===== src/atsc_pkg.sv =====
package atsc_pkg;

	localparam int unsigned NUM_CHANNELS = 26;
	localparam int unsigned NUM_CMP      = 4;
	localparam int unsigned NUM_PAIRS    = 7;
	localparam int unsigned ADDR_W       = 12;
	localparam int unsigned DATA_W       = 32;
	localparam int unsigned RES_W        = 16;
	localparam int unsigned SEL_W        = 5;
	localparam int unsigned RDY_W        = 10;
	localparam int unsigned RDY_FIRST    = 16;

	// Register offsets (byte addresses)
	localparam logic [11:0] OFF_READY_HIGH   = 12'h000;
	localparam logic [11:0] OFF_TRIG_BASE    = 12'h040;
	localparam logic [11:0] OFF_TRIG_END     = 12'h078;
	localparam logic [11:0] TRIG_STRIDE      = 12'h008;
	localparam logic [3:0]  CMP_PAGE         = 4'h1;
	localparam logic [4:0]  OFF_CMP_CON      = 5'h00;
	localparam logic [4:0]  OFF_CMP_LO       = 5'h04;
	localparam logic [4:0]  OFF_CMP_HI       = 5'h08;
	localparam logic [4:0]  OFF_CMP_ENL      = 5'h0c;
	localparam logic [4:0]  OFF_CMP_ENH      = 5'h10;

	// Field positions
	localparam int unsigned EVEN_SEL_LSB     = 0;
	localparam int unsigned ODD_SEL_LSB      = 8;
	localparam int unsigned CON_HIT_CHANNEL_NUMBER_LSB     = 8;
	localparam int unsigned CON_EN_BIT       = 7;
	localparam int unsigned CON_IE_BIT       = 6;
	localparam int unsigned CON_STAT_BIT     = 5;
	localparam int unsigned CON_WITHIN_LIMITS_ENABLE_BIT     = 4;
	localparam int unsigned CON_AT_OR_ABOVE_HIGH_ENABLE_BIT     = 3;
	localparam int unsigned CON_BELOW_HIGH_ENABLE_BIT     = 2;
	localparam int unsigned CON_AT_OR_ABOVE_LOW_ENABLE_BIT     = 1;
	localparam int unsigned CON_BELOW_LOW_ENABLE_BIT     = 0;
	localparam int unsigned MASK_LOW_W       = 16;
	localparam int unsigned MASK_HIGH_W      = 10;

	// Reset values
	localparam logic [4:0]  SEL_RESET        = 5'h00;
	localparam logic [15:0] LIMIT_RESET      = 16'h0000;

	// Trigger source codes
	localparam logic [4:0]  SRC_NONE         = 5'h00;
	localparam logic [4:0]  SRC_SW_COMMON    = 5'h01;
	localparam logic [4:0]  SRC_SW_LEVEL     = 5'h02;
	localparam logic [4:0]  SRC_RESERVED     = 5'h03;
	localparam logic [4:0]  SRC_PWM_FIRST    = 5'h04;
	localparam logic [4:0]  SRC_PWM_LAST     = 5'h13;
	localparam logic [4:0]  SRC_CCP_FIRST    = 5'h14;
	localparam logic [4:0]  SRC_CCP_LAST     = 5'h1a;
	localparam logic [4:0]  SRC_CCP_NINE     = 5'h1b;
	localparam logic [4:0]  SRC_CELL_ONE     = 5'h1c;
	localparam logic [4:0]  SRC_CELL_TWO     = 5'h1d;
	localparam logic [4:0]  SRC_SEQUENCER    = 5'h1e;
	localparam logic [4:0]  SRC_REMAP_PIN    = 5'h1f;

	typedef enum logic [8:0] {
		REG_NONE = 9'b000000001,
		REG_RDY  = 9'b000000010,
		REG_TRL  = 9'b000000100,
		REG_TRH  = 9'b000001000,
		REG_CCON = 9'b000010000,
		REG_CLO  = 9'b000100000,
		REG_CHI  = 9'b001000000,
		REG_CENL = 9'b010000000,
		REG_CENH = 9'b100000000
	} atsc_reg_kind_t;

	typedef struct packed {
		atsc_reg_kind_t kind;
		logic [2:0]     idx;
	} atsc_decode_t;

	typedef struct packed {
		logic       en;
		logic       ie;
		logic [4:0] cond;
	} atsc_cmp_cfg_t;

	typedef struct packed {
		logic              valid;
		logic              is_signed;
		logic [SEL_W-1:0]  channel;
		logic [RES_W-1:0]  data;
	} atsc_result_t;

	typedef struct packed {
		logic [15:0] pwm;
		logic [8:0]  ccp;
		logic        sw_common;
		logic        sw_level;
		logic        cell_one;
		logic        cell_two;
		logic        sequencer;
		logic        remap_pin;
	} atsc_trig_src_t;

endpackage : atsc_pkg


===== src/atsc_adc_trigger_compare.sv =====
`timescale 1ns/1ps
`default_nettype none

// Summary of operation
// Ready flags for channels 16..25 set on result arrival, read only, zero otherwise.
// Upper six bits of high ready-status register always read zero.
// Each selection register holds odd selector in 12:8, even in 4:0.
// Code 0 disables, 1 common software, 2 level software, 3 reserved.
// Codes 4..19 pick PWM generator triggers 1.1 up to 8.2 in order.
// Codes 20..26 pick capture modules 1..7, code 27 picks module 9.
// Codes 28,29 logic cells, 30 trigger sequencer, 31 remappable trigger pin.
// Pair n holds channels 4n..4n+3; channels 24,25 in low register of pair 6.
// Bits 15:13 and 7:5 of selection registers read zero.
// Comparator enable at bit 7; clearing it disables and clears event flag.
// Event writes the hit channel number into bits 12:8.
// Event flag at bit 5 set on event, cleared when channel number is read.
// Interrupt enable at bit 6 lets an event raise the common ADC interrupt.
// Bit 4 enables event when low limit <= result < high limit.
// Bit 3 enables event when result >= high limit.
// Bit 2 enables event when result < high limit.
// Bit 1 enables event when result >= low limit.
// Bit 0 enables event when result < low limit.
// Only results of channels enabled in the comparator channel mask are compared.
// With several conditions enabled, any one true condition gives an event.
// Limits held per comparator, compared in the result's own number format.
module atsc_adc_trigger_compare (
	input  wire logic                      pclk,
	input  wire logic                      presetn,
	input  wire logic                      psel,
	input  wire logic                      penable,
	input  wire logic                      pwrite,
	input  wire logic [11:0]               paddr,
	input  wire logic [31:0]               pwdata,
	input  wire logic [3:0]                pstrb,
	output logic      [31:0]               prdata,
	output logic                           pready,
	output logic                           pslverr,
	input  wire atsc_pkg::atsc_result_t    result_in,
	input  wire logic                      buffer_read_valid,
	input  wire logic [4:0]                buffer_read_channel,
	input  wire atsc_pkg::atsc_trig_src_t  trig_src,
	output logic      [25:0]               channel_trigger,
	output logic      [9:0]                upper_result_ready_flags,
	output logic                           common_adc_irq
);

	logic [4:0]               trig_sel_reg [atsc_pkg::NUM_CHANNELS];
	atsc_pkg::atsc_cmp_cfg_t  cmp_cfg_reg  [atsc_pkg::NUM_CMP];
	logic                     cmp_stat_reg [atsc_pkg::NUM_CMP];
	logic [4:0]               hit_chan_reg [atsc_pkg::NUM_CMP];
	logic [15:0]              cmp_lo_reg   [atsc_pkg::NUM_CMP];
	logic [15:0]              cmp_hi_reg   [atsc_pkg::NUM_CMP];
	logic [25:0]              cmp_mask_reg [atsc_pkg::NUM_CMP];
	logic [9:0]               rdy_reg;
	logic [25:0]              trig_out_reg;
	logic                     irq_reg;
	logic [31:0]              prdata_reg;
	logic                     pready_reg;
	logic                     pslverr_reg;

	atsc_pkg::atsc_decode_t   dec;
	logic                     setup_phase;
	logic                     access_done;
	logic                     wr_done;
	logic                     rd_done;
	logic [31:0]              rd_value;
	logic [31:0]              src_vec;
	logic [3:0]               cmp_hit;

	function automatic atsc_pkg::atsc_decode_t decode(input logic [11:0] a);
		atsc_pkg::atsc_decode_t d;
		logic [11:0]            rel;
		d.kind = atsc_pkg::REG_NONE;
		d.idx  = 3'd0;
		rel    = a - atsc_pkg::OFF_TRIG_BASE;
		if (a[1:0] == 2'b00) begin
			if (a == atsc_pkg::OFF_READY_HIGH) begin
				d.kind = atsc_pkg::REG_RDY;
			end else if (a >= atsc_pkg::OFF_TRIG_BASE
					&& a < atsc_pkg::OFF_TRIG_END) begin
				d.idx = rel[5:3];
				if (!rel[2]) begin
					d.kind = atsc_pkg::REG_TRL;
				end else if (rel[5:3] != 3'd6) begin
					d.kind = atsc_pkg::REG_TRH;
				end
			end else if (a[11:8] == atsc_pkg::CMP_PAGE && a[7] == 1'b0) begin
				d.idx = {1'b0, a[6:5]};
				unique case (a[4:0])
					atsc_pkg::OFF_CMP_CON: d.kind = atsc_pkg::REG_CCON;
					atsc_pkg::OFF_CMP_LO:  d.kind = atsc_pkg::REG_CLO;
					atsc_pkg::OFF_CMP_HI:  d.kind = atsc_pkg::REG_CHI;
					atsc_pkg::OFF_CMP_ENL: d.kind = atsc_pkg::REG_CENL;
					atsc_pkg::OFF_CMP_ENH: d.kind = atsc_pkg::REG_CENH;
					default:               d.kind = atsc_pkg::REG_NONE;
				endcase
			end
		end
		return d;
	endfunction : decode

	// Byte-lane merge of a 16-bit field
	function automatic logic [15:0] merge16(
		input logic [15:0] old_v,
		input logic [15:0] new_v,
		input logic [1:0]  strb
	);
		logic [15:0] r;
		r[7:0]  = strb[0] ? new_v[7:0]  : old_v[7:0];
		r[15:8] = strb[1] ? new_v[15:8] : old_v[15:8];
		return r;
	endfunction : merge16

	// Less-than in the result's own format
	function automatic logic less_than(
		input logic [15:0] a,
		input logic [15:0] b,
		input logic        sgn
	);
		return sgn ? ($signed(a) < $signed(b)) : (a < b);
	endfunction : less_than

	assign dec         = decode(paddr);
	assign setup_phase = psel && !penable;
	assign access_done = psel && penable && pready_reg;
	assign wr_done     = access_done && pwrite;
	assign rd_done     = access_done && !pwrite;

	// Trigger source vector indexed by selector code
	always_comb begin
		src_vec = 32'h0000_0000;
		src_vec[atsc_pkg::SRC_NONE]      = 1'b0;
		src_vec[atsc_pkg::SRC_SW_COMMON] = trig_src.sw_common;
		src_vec[atsc_pkg::SRC_SW_LEVEL]  = trig_src.sw_level;
		src_vec[atsc_pkg::SRC_RESERVED]  = 1'b0;
		src_vec[atsc_pkg::SRC_PWM_LAST:atsc_pkg::SRC_PWM_FIRST] =
			trig_src.pwm;
		src_vec[atsc_pkg::SRC_CCP_LAST:atsc_pkg::SRC_CCP_FIRST] =
			trig_src.ccp[6:0];
		src_vec[atsc_pkg::SRC_CCP_NINE]  = trig_src.ccp[8];
		src_vec[atsc_pkg::SRC_CELL_ONE]  = trig_src.cell_one;
		src_vec[atsc_pkg::SRC_CELL_TWO]  = trig_src.cell_two;
		src_vec[atsc_pkg::SRC_SEQUENCER] = trig_src.sequencer;
		src_vec[atsc_pkg::SRC_REMAP_PIN] = trig_src.remap_pin;
	end

	// Comparator event detection
	always_comb begin
		logic        lt_lo;
		logic        lt_hi;
		logic [4:0]  c;
		logic        any;
		lt_lo   = 1'b0;
		lt_hi   = 1'b0;
		c       = 5'h00;
		any     = 1'b0;
		cmp_hit = 4'h0;
		for (int x = 0; x < atsc_pkg::NUM_CMP; x++) begin
			lt_lo = less_than(result_in.data, cmp_lo_reg[x],
				result_in.is_signed);
			lt_hi = less_than(result_in.data, cmp_hi_reg[x],
				result_in.is_signed);
			c = cmp_cfg_reg[x].cond;
			any = (c[atsc_pkg::CON_WITHIN_LIMITS_ENABLE_BIT] && !lt_lo && lt_hi)
				|| (c[atsc_pkg::CON_AT_OR_ABOVE_HIGH_ENABLE_BIT] && !lt_hi)
				|| (c[atsc_pkg::CON_BELOW_HIGH_ENABLE_BIT] && lt_hi)
				|| (c[atsc_pkg::CON_AT_OR_ABOVE_LOW_ENABLE_BIT] && !lt_lo)
				|| (c[atsc_pkg::CON_BELOW_LOW_ENABLE_BIT] && lt_lo);
			cmp_hit[x] = result_in.valid && cmp_cfg_reg[x].en
				&& (result_in.channel < 5'(atsc_pkg::NUM_CHANNELS))
				&& cmp_mask_reg[x][result_in.channel]
				&& any;
		end
	end

	// Read multiplexer
	always_comb begin
		int unsigned b;
		b        = 0;
		rd_value = 32'h0000_0000;
		unique case (dec.kind)
			atsc_pkg::REG_RDY: begin
				rd_value[atsc_pkg::RDY_W-1:0] = rdy_reg;
			end
			atsc_pkg::REG_TRL,
			atsc_pkg::REG_TRH: begin
				b = 4 * int'(dec.idx)
					+ ((dec.kind == atsc_pkg::REG_TRH) ? 2 : 0);
				rd_value[atsc_pkg::EVEN_SEL_LSB +: 5] = trig_sel_reg[b];
				rd_value[atsc_pkg::ODD_SEL_LSB +: 5]  = trig_sel_reg[b+1];
			end
			atsc_pkg::REG_CCON: begin
				rd_value[atsc_pkg::CON_HIT_CHANNEL_NUMBER_LSB +: 5] = hit_chan_reg[dec.idx[1:0]];
				rd_value[atsc_pkg::CON_EN_BIT]   = cmp_cfg_reg[dec.idx[1:0]].en;
				rd_value[atsc_pkg::CON_IE_BIT]   = cmp_cfg_reg[dec.idx[1:0]].ie;
				rd_value[atsc_pkg::CON_STAT_BIT] = cmp_stat_reg[dec.idx[1:0]];
				rd_value[4:0] = cmp_cfg_reg[dec.idx[1:0]].cond;
			end
			atsc_pkg::REG_CLO: begin
				rd_value[15:0] = cmp_lo_reg[dec.idx[1:0]];
			end
			atsc_pkg::REG_CHI: begin
				rd_value[15:0] = cmp_hi_reg[dec.idx[1:0]];
			end
			atsc_pkg::REG_CENL: begin
				rd_value[15:0] =
					cmp_mask_reg[dec.idx[1:0]][atsc_pkg::MASK_LOW_W-1:0];
			end
			atsc_pkg::REG_CENH: begin
				rd_value[atsc_pkg::MASK_HIGH_W-1:0] =
					cmp_mask_reg[dec.idx[1:0]][25:atsc_pkg::MASK_LOW_W];
			end
			atsc_pkg::REG_NONE: begin
				rd_value = 32'h0000_0000;
			end
		endcase
	end

	// APB answer: zero wait states, data and error sampled in setup
	always_ff @(posedge pclk or negedge presetn) begin
		if (!presetn) begin
			pready_reg  <= 1'b0;
			prdata_reg  <= 32'h0000_0000;
			pslverr_reg <= 1'b0;
		end else begin
			pready_reg  <= setup_phase;
			pslverr_reg <= setup_phase && (dec.kind == atsc_pkg::REG_NONE);
			if (setup_phase && !pwrite) begin
				prdata_reg <= rd_value;
			end
		end
	end

	// Trigger selector storage
	always_ff @(posedge pclk or negedge presetn) begin
		if (!presetn) begin
			for (int i = 0; i < atsc_pkg::NUM_CHANNELS; i++) begin
				trig_sel_reg[i] <= atsc_pkg::SEL_RESET;
			end
		end else if (wr_done && (dec.kind == atsc_pkg::REG_TRL
				|| dec.kind == atsc_pkg::REG_TRH)) begin
			for (int i = 0; i < atsc_pkg::NUM_CHANNELS; i += 2) begin
				if (i == 4 * int'(dec.idx)
						+ ((dec.kind == atsc_pkg::REG_TRH) ? 2 : 0)) begin
					if (pstrb[0]) begin
						trig_sel_reg[i] <= pwdata[atsc_pkg::EVEN_SEL_LSB +: 5];
					end
					if (pstrb[1]) begin
						trig_sel_reg[i+1] <= pwdata[atsc_pkg::ODD_SEL_LSB +: 5];
					end
				end
			end
		end
	end

	// Per-channel trigger routing
	always_ff @(posedge pclk or negedge presetn) begin
		if (!presetn) begin
			trig_out_reg <= 26'h0;
		end else begin
			for (int i = 0; i < atsc_pkg::NUM_CHANNELS; i++) begin
				trig_out_reg[i] <= src_vec[trig_sel_reg[i]];
			end
		end
	end

	// Upper channel ready flags; arrival wins over a buffer read
	always_ff @(posedge pclk or negedge presetn) begin
		if (!presetn) begin
			rdy_reg <= 10'h000;
		end else begin
			for (int i = 0; i < atsc_pkg::RDY_W; i++) begin
				if (result_in.valid
						&& result_in.channel == 5'(atsc_pkg::RDY_FIRST + i)) begin
					rdy_reg[i] <= 1'b1;
				end else if (buffer_read_valid
						&& buffer_read_channel == 5'(atsc_pkg::RDY_FIRST + i)) begin
					rdy_reg[i] <= 1'b0;
				end
			end
		end
	end

	// Comparator configuration, limits and channel masks
	always_ff @(posedge pclk or negedge presetn) begin
		if (!presetn) begin
			for (int x = 0; x < atsc_pkg::NUM_CMP; x++) begin
				cmp_cfg_reg[x]  <= '0;
				cmp_lo_reg[x]   <= atsc_pkg::LIMIT_RESET;
				cmp_hi_reg[x]   <= atsc_pkg::LIMIT_RESET;
				cmp_mask_reg[x] <= 26'h0;
			end
		end else if (wr_done) begin
			for (int x = 0; x < atsc_pkg::NUM_CMP; x++) begin
				if (dec.idx[1:0] == 2'(x)) begin
					unique case (dec.kind)
						atsc_pkg::REG_CCON: begin
							if (pstrb[0]) begin
								cmp_cfg_reg[x].en   <= pwdata[atsc_pkg::CON_EN_BIT];
								cmp_cfg_reg[x].ie   <= pwdata[atsc_pkg::CON_IE_BIT];
								cmp_cfg_reg[x].cond <= pwdata[4:0];
							end
						end
						atsc_pkg::REG_CLO: begin
							cmp_lo_reg[x] <= merge16(cmp_lo_reg[x], pwdata[15:0],
								pstrb[1:0]);
						end
						atsc_pkg::REG_CHI: begin
							cmp_hi_reg[x] <= merge16(cmp_hi_reg[x], pwdata[15:0],
								pstrb[1:0]);
						end
						atsc_pkg::REG_CENL: begin
							cmp_mask_reg[x][15:0] <= merge16(cmp_mask_reg[x][15:0],
								pwdata[15:0], pstrb[1:0]);
						end
						atsc_pkg::REG_CENH: begin
							if (pstrb[0]) begin
								cmp_mask_reg[x][23:16] <= pwdata[7:0];
							end
							if (pstrb[1]) begin
								cmp_mask_reg[x][25:24] <= pwdata[9:8];
							end
						end
						default: begin
						end
					endcase
				end
			end
		end
	end

	// Event flag and captured channel number
	always_ff @(posedge pclk or negedge presetn) begin
		if (!presetn) begin
			for (int x = 0; x < atsc_pkg::NUM_CMP; x++) begin
				cmp_stat_reg[x] <= 1'b0;
				hit_chan_reg[x] <= 5'h00;
			end
		end else begin
			for (int x = 0; x < atsc_pkg::NUM_CMP; x++) begin
				if (!cmp_cfg_reg[x].en) begin
					cmp_stat_reg[x] <= 1'b0;
				end else if (cmp_hit[x]) begin
					cmp_stat_reg[x] <= 1'b1;
					hit_chan_reg[x] <= result_in.channel;
				end else if (rd_done && dec.kind == atsc_pkg::REG_CCON
						&& prdata_reg[atsc_pkg::CON_STAT_BIT]
						&& dec.idx[1:0] == 2'(x)) begin
					cmp_stat_reg[x] <= 1'b0;
				end
			end
		end
	end

	// Common interrupt request pulse
	always_ff @(posedge pclk or negedge presetn) begin
		if (!presetn) begin
			irq_reg <= 1'b0;
		end else begin
			irq_reg <= 1'b0;
			for (int x = 0; x < atsc_pkg::NUM_CMP; x++) begin
				if (cmp_hit[x] && cmp_cfg_reg[x].ie) begin
					irq_reg <= 1'b1;
				end
			end
		end
	end

	assign prdata                   = prdata_reg;
	assign pready                   = pready_reg;
	assign pslverr                  = pslverr_reg;
	assign channel_trigger          = trig_out_reg;
	assign upper_result_ready_flags = rdy_reg;
	assign common_adc_irq           = irq_reg;

endmodule : atsc_adc_trigger_compare

`default_nettype wire


===== config.mk =====
export PLATFORM = sky130hd
export DESIGN_NAME = atsc_adc_trigger_compare
export DESIGN_NICKNAME = d
export VERILOG_FILES = /design/src/atsc_pkg.sv /design/src/atsc_adc_trigger_compare.sv
export SDC_FILE = /design/constraint.sdc
export NUM_CORES = 1
export LEC_CHECK = 0
export ABC_CLOCK_PERIOD_IN_PS = 5300
export BUFFER_PORTS_ARGS = -buffer_cell sky130_fd_sc_hd__buf_2
export CAP_MARGIN = 20
export CORE_ASPECT_RATIO = 0.75
export CORE_UTILIZATION = 35
export DETAILED_ROUTE_END_ITERATION = 8
export RECOVER_POWER = 25
export SYNTH_ARGS = -nofsm -noshare
export SYNTH_HDL_FRONTEND = slang
export SYNTH_SLANG_ARGS = --single-unit

===== constraint.sdc =====
create_clock -name pclk -period 5.3 [get_ports pclk]
set_input_delay 0 -clock pclk [delete_from_list [all_inputs] [get_ports pclk]]
set_output_delay 0 -clock pclk [all_outputs]
set_load 0.01 [all_outputs]

==> Word level (Yosys, flattened, before mapping) <==
Index checks and enable logic that the tools add are counted.
Widths: inputs -> output; s select.
{ "op_classes": {"eq_ne": 54, "bitwise_logic": 4, "n_mux": 142, "reduce_logical": 189, "add_sub_neg": 3, "order_cmp": 49} }
{ "ops": {"columns": ["cell", "count"], "rows": [
  ["$lt 16x16->1", 16],
  ["$lt 5x6->1 const B", 27],
  ["$bmux 1 s5", 30],
  ["$reduce_and 4->1", 36],
  ["$eq 5x32->1 const A", 4],
  ["$eq 6x32->1 const A", 4],
  ["$eq 5x5->1 const B", 21],
  ["$logic_and 1x1->1", 80],
  ["$reduce_and 3->1", 26],
  ["$mux 1", 76],
  ["$ge 33x6->1 const B", 2],
  ["$not 32->33", 2],
  ["$bmux 16 s2", 2],
  ["$eq 4x32->1 const A", 2],
  ["$mux 16", 4],
  ["$bmux 26 s2", 1],
  ["$mux 26", 2],
  ["$bmux 5 s5", 2],
  ["$pmux 9 s5", 1],
  ["$pmux 5 s8", 1],
  ["$mux 12", 3],
  ["$add 32x1->32 const B", 1],
  ["$eq 3x32->1 const A", 1],
  ["$logic_not 32->1", 1],
  ["46 further kinds", 96]
]} }
{ "word_totals": {"input_bits": 113, "register_bits": 469, "output_inout_bits": 71, "word_cells": 534} }

==> Longest topological paths before layout <==
{ "depth": {"ltp_word": 16, "depth_mapped": 13, "mapped_depth_nobuf": 10} }

==> Least setup slack after synthesis <==
Ideal clock, no wire load.
{ "synth_path": {"path_type": "register to register", "from": "register cmp_lo_reg[63] in the netlist's numbering", "to": "register hit_chan_reg[15] in the netlist's numbering", "required_ns": 5.175, "path_buffers": 0, "stages_incl_launch_ff": 11, "arrival_time_ns": 2.673, "setup_time_ns": 0.125, "setup_slack_ns": 2.502, "cell_sequence": "dfrtp_1 > inv_1 > ha_1 > and4_1 > nand3_1 > or4_1 > a31oi_1 > o21ai_0 > a32o_1 > a21boi_2 > mux2_2"} }
{ "synth_via": {"elab_chain_len": 11} }
{ "synth_rtl": {"columns": ["item", "line_no", "text"], "rows": [
  ["start: declaration", "atsc_adc_trigger_compare.sv:51", "logic [15:0] cmp_lo_reg [atsc_pkg::NUM_CMP];"],
  ["start signal: indexed assignment", "atsc_adc_trigger_compare.sv:289", "cmp_lo_reg[x] <= atsc_pkg::LIMIT_RESET;"],
  ["start signal: indexed assignment", "atsc_adc_trigger_compare.sv:305", "cmp_lo_reg[x] <= merge16(cmp_lo_reg[x], pwdata[15:0],"],
  ["$lt 16x16->1", "atsc_adc_trigger_compare.sv:120", "return sgn ? ($signed(a) < $signed(b)) : (a < b);"],
  ["$mux 1 *", "atsc_adc_trigger_compare.sv:120", null],
  ["$logic_not 1->1", "atsc_adc_trigger_compare.sv:164, atsc_adc_trigger_compare.sv:167", null],
  ["$logic_and 1x1->1 (2 in a row)", "atsc_adc_trigger_compare.sv:164", "any = (c[atsc_pkg::CON_WITHIN_LIMITS_ENABLE_BIT] && !lt_lo && lt_hi)"],
  ["$logic_or 1x1->1", "atsc_adc_trigger_compare.sv:165", "|| (c[atsc_pkg::CON_AT_OR_ABOVE_HIGH_ENABLE_BIT] && !lt_hi)"],
  ["$logic_or 1x1->1", "atsc_adc_trigger_compare.sv:166", "|| (c[atsc_pkg::CON_BELOW_HIGH_ENABLE_BIT] && lt_hi)"],
  ["$logic_or 1x1->1", "atsc_adc_trigger_compare.sv:167", "|| (c[atsc_pkg::CON_AT_OR_ABOVE_LOW_ENABLE_BIT] && !lt_lo)"],
  ["$logic_or 1x1->1 *", "atsc_adc_trigger_compare.sv:168", "|| (c[atsc_pkg::CON_BELOW_LOW_ENABLE_BIT] && lt_lo);"],
  ["$logic_and 1x1->1 *", "atsc_adc_trigger_compare.sv:172", "&& any;"],
  ["$reduce_and 2->1 (no line) *", null, null],
  ["end signal: indexed assignment", "atsc_adc_trigger_compare.sv:345", "hit_chan_reg[x] <= result_in.channel;"],
  ["end: declaration", "atsc_adc_trigger_compare.sv:50", "logic [4:0] hit_chan_reg [atsc_pkg::NUM_CMP];"]
]} }
Mark *: on every way between the ends. The rest lies on a longest branch, timed or not.
A chain may end at the register's enable or synchronous reset.

==> Worst setup path in the final report <==
{ "layout_path": {"from": "input paddr[0]", "to": "register prdata_reg[6] (netlist: prdata[6])"} }
{ "layout_via": {"elab_chain_len": 10} }
{ "layout_rtl": {"columns": ["item", "line_no", "text"], "rows": [
  ["start: declaration", "atsc_adc_trigger_compare.sv:32", "input wire logic [11:0] paddr,"],
  ["branches (longest 4 deep; another with $sub 6x1->6)", null, null],
  ["$mux 12 *", "atsc_adc_trigger_compare.sv:76", "if (a[1:0] == 2'b00) begin"],
  ["$not 2->3 (implied by the code)", null, null],
  ["$bmux 26 s2 (tied with other cells)", "atsc_adc_trigger_compare.sv:207, atsc_adc_trigger_compare.sv:211", null],
  ["$mux 26 (implied by the code) (tied with other cells) (2 in a row)", "atsc_adc_trigger_compare.sv:211", "cmp_mask_reg[dec.idx[1:0]][25:atsc_pkg::MASK_LOW_W];"],
  ["$pmux 3 s6 *", "atsc_adc_trigger_compare.sv:181", "unique case (dec.kind)"],
  ["end signal: assignment", "atsc_adc_trigger_compare.sv:229", "prdata_reg <= rd_value;"],
  ["end: declaration", "atsc_adc_trigger_compare.sv:57", "logic [31:0] prdata_reg;"]
]} }
Every way passes the cells marked *. The select of a mux whose other input is x is not followed.

==> results.json <==
{
  "grt_first_pass_wirelength_um": 172000,
  "die_w_um": 350,
  "total_leakage_power_nw": 14.6,
  "wirelength_um": 117000,
  "grt_remaining_overflow": 0,
  "violations": "max-capacitance violations, max-slew violations",
  "ys_seq_elements": 469,
  "setup_tns_ns": 0,
  "synthTopCellsByArea": "dfrtp_1 37%, mux4_2 19%, mux2_2 16%, ha_1 4.7%, nand2_1 2.7%",
  "synth.avg_cell_area_um2": 11.7,
  "clkPwrFrac_pct": 46.4,
  "cts_buffer_depth": 3,
  "die-height_um": 263,
  "syn_to_final_growth_pct": 11.5,
  "largest_register_ffs": 130,
  "period_needed_ns": 4.03,
  "yosysUniqueCellTypes": 86,
  "crit_path_top_delay_cell": "nor2_4",
  "final.period_utilization_pct": 76.0,
  "cp.arrival_ns": 4.57,
  "final_area_mm2": 0.0355,
  "p_sw_w": 0.00224,
  "cts_max_level": 2,
  "synth_top_area_share_pct": 36.9,
  "p_seq_share_pct": 43.5,
  "dieArea_mm2": 0.0922,
  "grt.total_usage_pct": 25.3,
  "coreArea_mm2": 0.0899,
  "setup_violations": 0,
  "power_frac_comb_pct": 10.1,
  "antenna_found_initial": 3,
  "start_util_pct": 35.4,
  "met3_usage_pct": 8.84,
  "rsz0062_at_grt": "false",
  "p_sw_share_pct": 26.6,
  "cp-start-kind": "input port",
  "cts_resized": 0,
  "cts.sink_count": 469,
  "power.density_mw_per_mm2": 237,
  "cts_made_buffers": 51,
  "grt_max_degree": 142,
  "synth_largest_area_cell": "dfrtp_1",
  "synthesis.area_mm2": 0.0318,
  "crit_type": "in2reg",
  "hp-class": "in2reg",
  "drive_above_1_share_pct": 34.6,
  "path_clk_slew_ns": 0.07,
  "boundaryPins": 184,
  "hold_viol": 0,
  "status": "finished with violations",
  "gr-max-usage-layer": "met1",
  "max_slew_margin_pct": -94.0,
  "synthFlopType": "dfrtp_1",
  "max-cap-violations": 3,
  "hpwl_um": 77200,
  "crit_path_start": "paddr[0]",
  "detail_route.iter0.violations": 3319,
  "ys_warn_count": 0,
  "r2r_start": "cmp_hi_reg[41]$_DFFE_PN0P_",
  "clkLatencyLatePin_ns": 0.63,
  "place_area_mm2": 0.0335,
  "grt_pass1_vias": 24480,
  "grt_util_met1_pct": 37.5,
  "dpl_worst_slack_ns": 1.11,
  "setup_ws_ns": 1.27,
  "wl_per_cell_um": 29.3,
  "min_from": "pwdata[7]",
  "firstDrtPassIters": 5,
  "fmax_mhz": 248,
  "crit_chain": "dlygate4sd3_1 > buf_2 > nor2_1 > o41a_1 > buf_4 > o21ai_2 > nor2_4 > buf_4 > a22oi_1 > a21oi_1 > a21oi_1 > a31oi_1",
  "skew_ns": 0.0207,
  "cpPeakStageDelay_ns": 0.86,
  "worstPathRequired_ns": 5.84,
  "rows": 95,
  "nNetsFinal": 2986,
  "grtUsageMet2_pct": 34.5,
  "irDropWorstVdd_mv": 0.232,
  "synth_edf_count": 0,
  "gp_congestion": 0.913,
  "drt-vias-per-instance": 6.30,
  "p_int_w": 0.00619,
  "vias": 25276,
  "tritoncts": "yes",
  "reg2reg_slack_ns": 1.36,
  "synthArstFlopShare_pct": 100,
  "io_buffers": 148,
  "ys_seq_area_share_pct": 36.9,
  "drc": 0,
  "end_kind": "register",
  "final_max_slew_viol_count": 333,
  "max_slew.worst_pin.slew_ns": 2.91,
  "path_max_fanout": 29,
  "synthCells": 2720,
  "final_antenna_net_count": 0,
  "clock-root-buffer": "clkbuf_16"
}
[stage by stage]
step	power (W)	hold WS (ns)	utilization, %	std cells
after global routing	0.00865	0.0245	39.5	4007
after CTS	0.00846	0.00293	39.6	4002
final	0.00843	0.0326	39.5	4009
after global placement	0.00453	0.144	37.3	3880
after detailed placement	0.00454	0.133	37.3	3880
after floorplan	0.00410	-0.296	-	2735
[cell type report]
type	instances	area, µm²
Antenna cell	3	7.51
Clock buffer	76	1540
Clock inverter	18	258
Fill cell	8797	54400
Inverter	139	522
Multi-Input combinational cell	1871	18600
Sequential cell	469	11700
Tap cell	1212	1520
Timing Repair Buffer	221	1340
[final timing paths]
path,endpoint,depth (start not counted)
max in group asynchronous,common_adc_irq$_DFF_PN0_,3
setup reg to reg,hit_chan_reg[13]$_DFFE_PN0P_,11
hold reg to reg,prdata[14]$_DFFE_PN0P_,2
hold / removal,cmp_mask_reg[23]$_DFFE_PN0P_,2
min in group asynchronous,trig_sel_reg[97]$_DFFE_PN0P_,2
setup / recovery,prdata[6]$_DFFE_PN0P_,12
[cells in the mapped netlist (5+ instances only)]
| cell | n |
|---|---|
| a21o_1 | 11 |
| buf_1 | 26 |
| a31oi_1 | 19 |
| dfrtp_1 | 469 |
| and2_1 | 5 |
| or4_1 | 6 |
| ha_1 | 120 |
| a311oi_1 | 7 |
| buf_2 | 45 |
| a22oi_1 | 77 |
| nand2_1 | 228 |
| o21ai_0 | 113 |
| nor3_1 | 21 |
| nand2b_1 | 13 |
| inv_1 | 139 |
| a221o_1 | 7 |
| nor2_1 | 68 |
| and4_1 | 9 |
| and3_1 | 20 |
| a32oi_1 | 9 |
| nand3b_1 | 28 |
| or3_1 | 7 |
| mux4_2 | 265 |
| a221oi_1 | 12 |
| a22o_1 | 14 |
| mux2i_1 | 15 |
| nor4_1 | 11 |
| a2111oi_0 | 8 |
| o22ai_1 | 18 |
| buf_4 | 19 |
| o2111ai_1 | 8 |
| nand4_1 | 13 |
| clkbuf_1 | 163 |
| o21a_1 | 5 |
| nand3_1 | 60 |
| mux2_2 | 441 |
| o31ai_1 | 5 |
| a211oi_1 | 24 |
| a21oi_1 | 100 |
[cell usage in the layout, fill, tap and decap left out, types with 10 or more instances in the layout]
cell type      count
dfrtp_1          469
mux2_2           441
mux4_2           265
nand2_1          227
inv_1            139
ha_1             120
o21ai_0          113
a21oi_1          100
buf_2             97
a22oi_1           77
nor2_1            68
nand3_1           60
clkbuf_1          59
clkbuf_16         52
buf_4             37
nand3b_1          28
dlygate4sd3_1     28
a211oi_1          24
nor3_1            21
and3_1            20
a31oi_1           19
o22ai_1           18
conb_1            16
mux2i_1           15
clkbuf_8          15
a22o_1            14
nand2b_1          13
nand4_1           13
a221oi_1          12
a21o_1            11
nor4_1            10
[power by group through the flow]
| stage | Combinational [W] | Clock, W | Sequential, W |
|---|---|---|---|
| 2_1_floorplan | 0.000394 | 0 | 0.00371 |
| 3_3_place_gp | 0.000799 | 0 | 0.00373 |
| 3_5_place_dp | 0.000810 | 0 | 0.00373 |
| 4_1_cts | 0.000841 | 0.00395 | 0.00366 |
| 5_1_grt | 0.000905 | 0.00408 | 0.00366 |
| 6_report | 0.000855 | 0.00391 | 0.00367 |
[cells by family after synthesis]
| logic type | synth area share, % |
|---|---|
| buf+inv | 5.11 |
| simple gates | 7.99 |
| xor+xnor | 0.0275 |
| flops | 36.9 |
| mux | 34.8 |
| other cells | 0.0118 |
| compound gates | 10.5 |
| fa+ha+maj | 4.72 |
[per-layer routing]
layer	wire [µm]	vias to the layer above
met5	0	-
met4	3030	0
met3	15500	233
met2	47800	1655
met1	50900	12959
li1	-	10429
[critical path, delay by kind of cell]
family / cells / cell delay (ns)
AND/OR/NAND/NOR: 2 / 1.33
buffers and inverters: 4 / 1.50
AO/OA/AOI/OAI: 6 / 1.71
[timing repair]
action | CTS | global route
hold buffers | 28 | 0
hold endpoints to repair | 172 | 0
setup buffers | 0 | 0
Note: power is estimated with default switching activity, not from simulation.
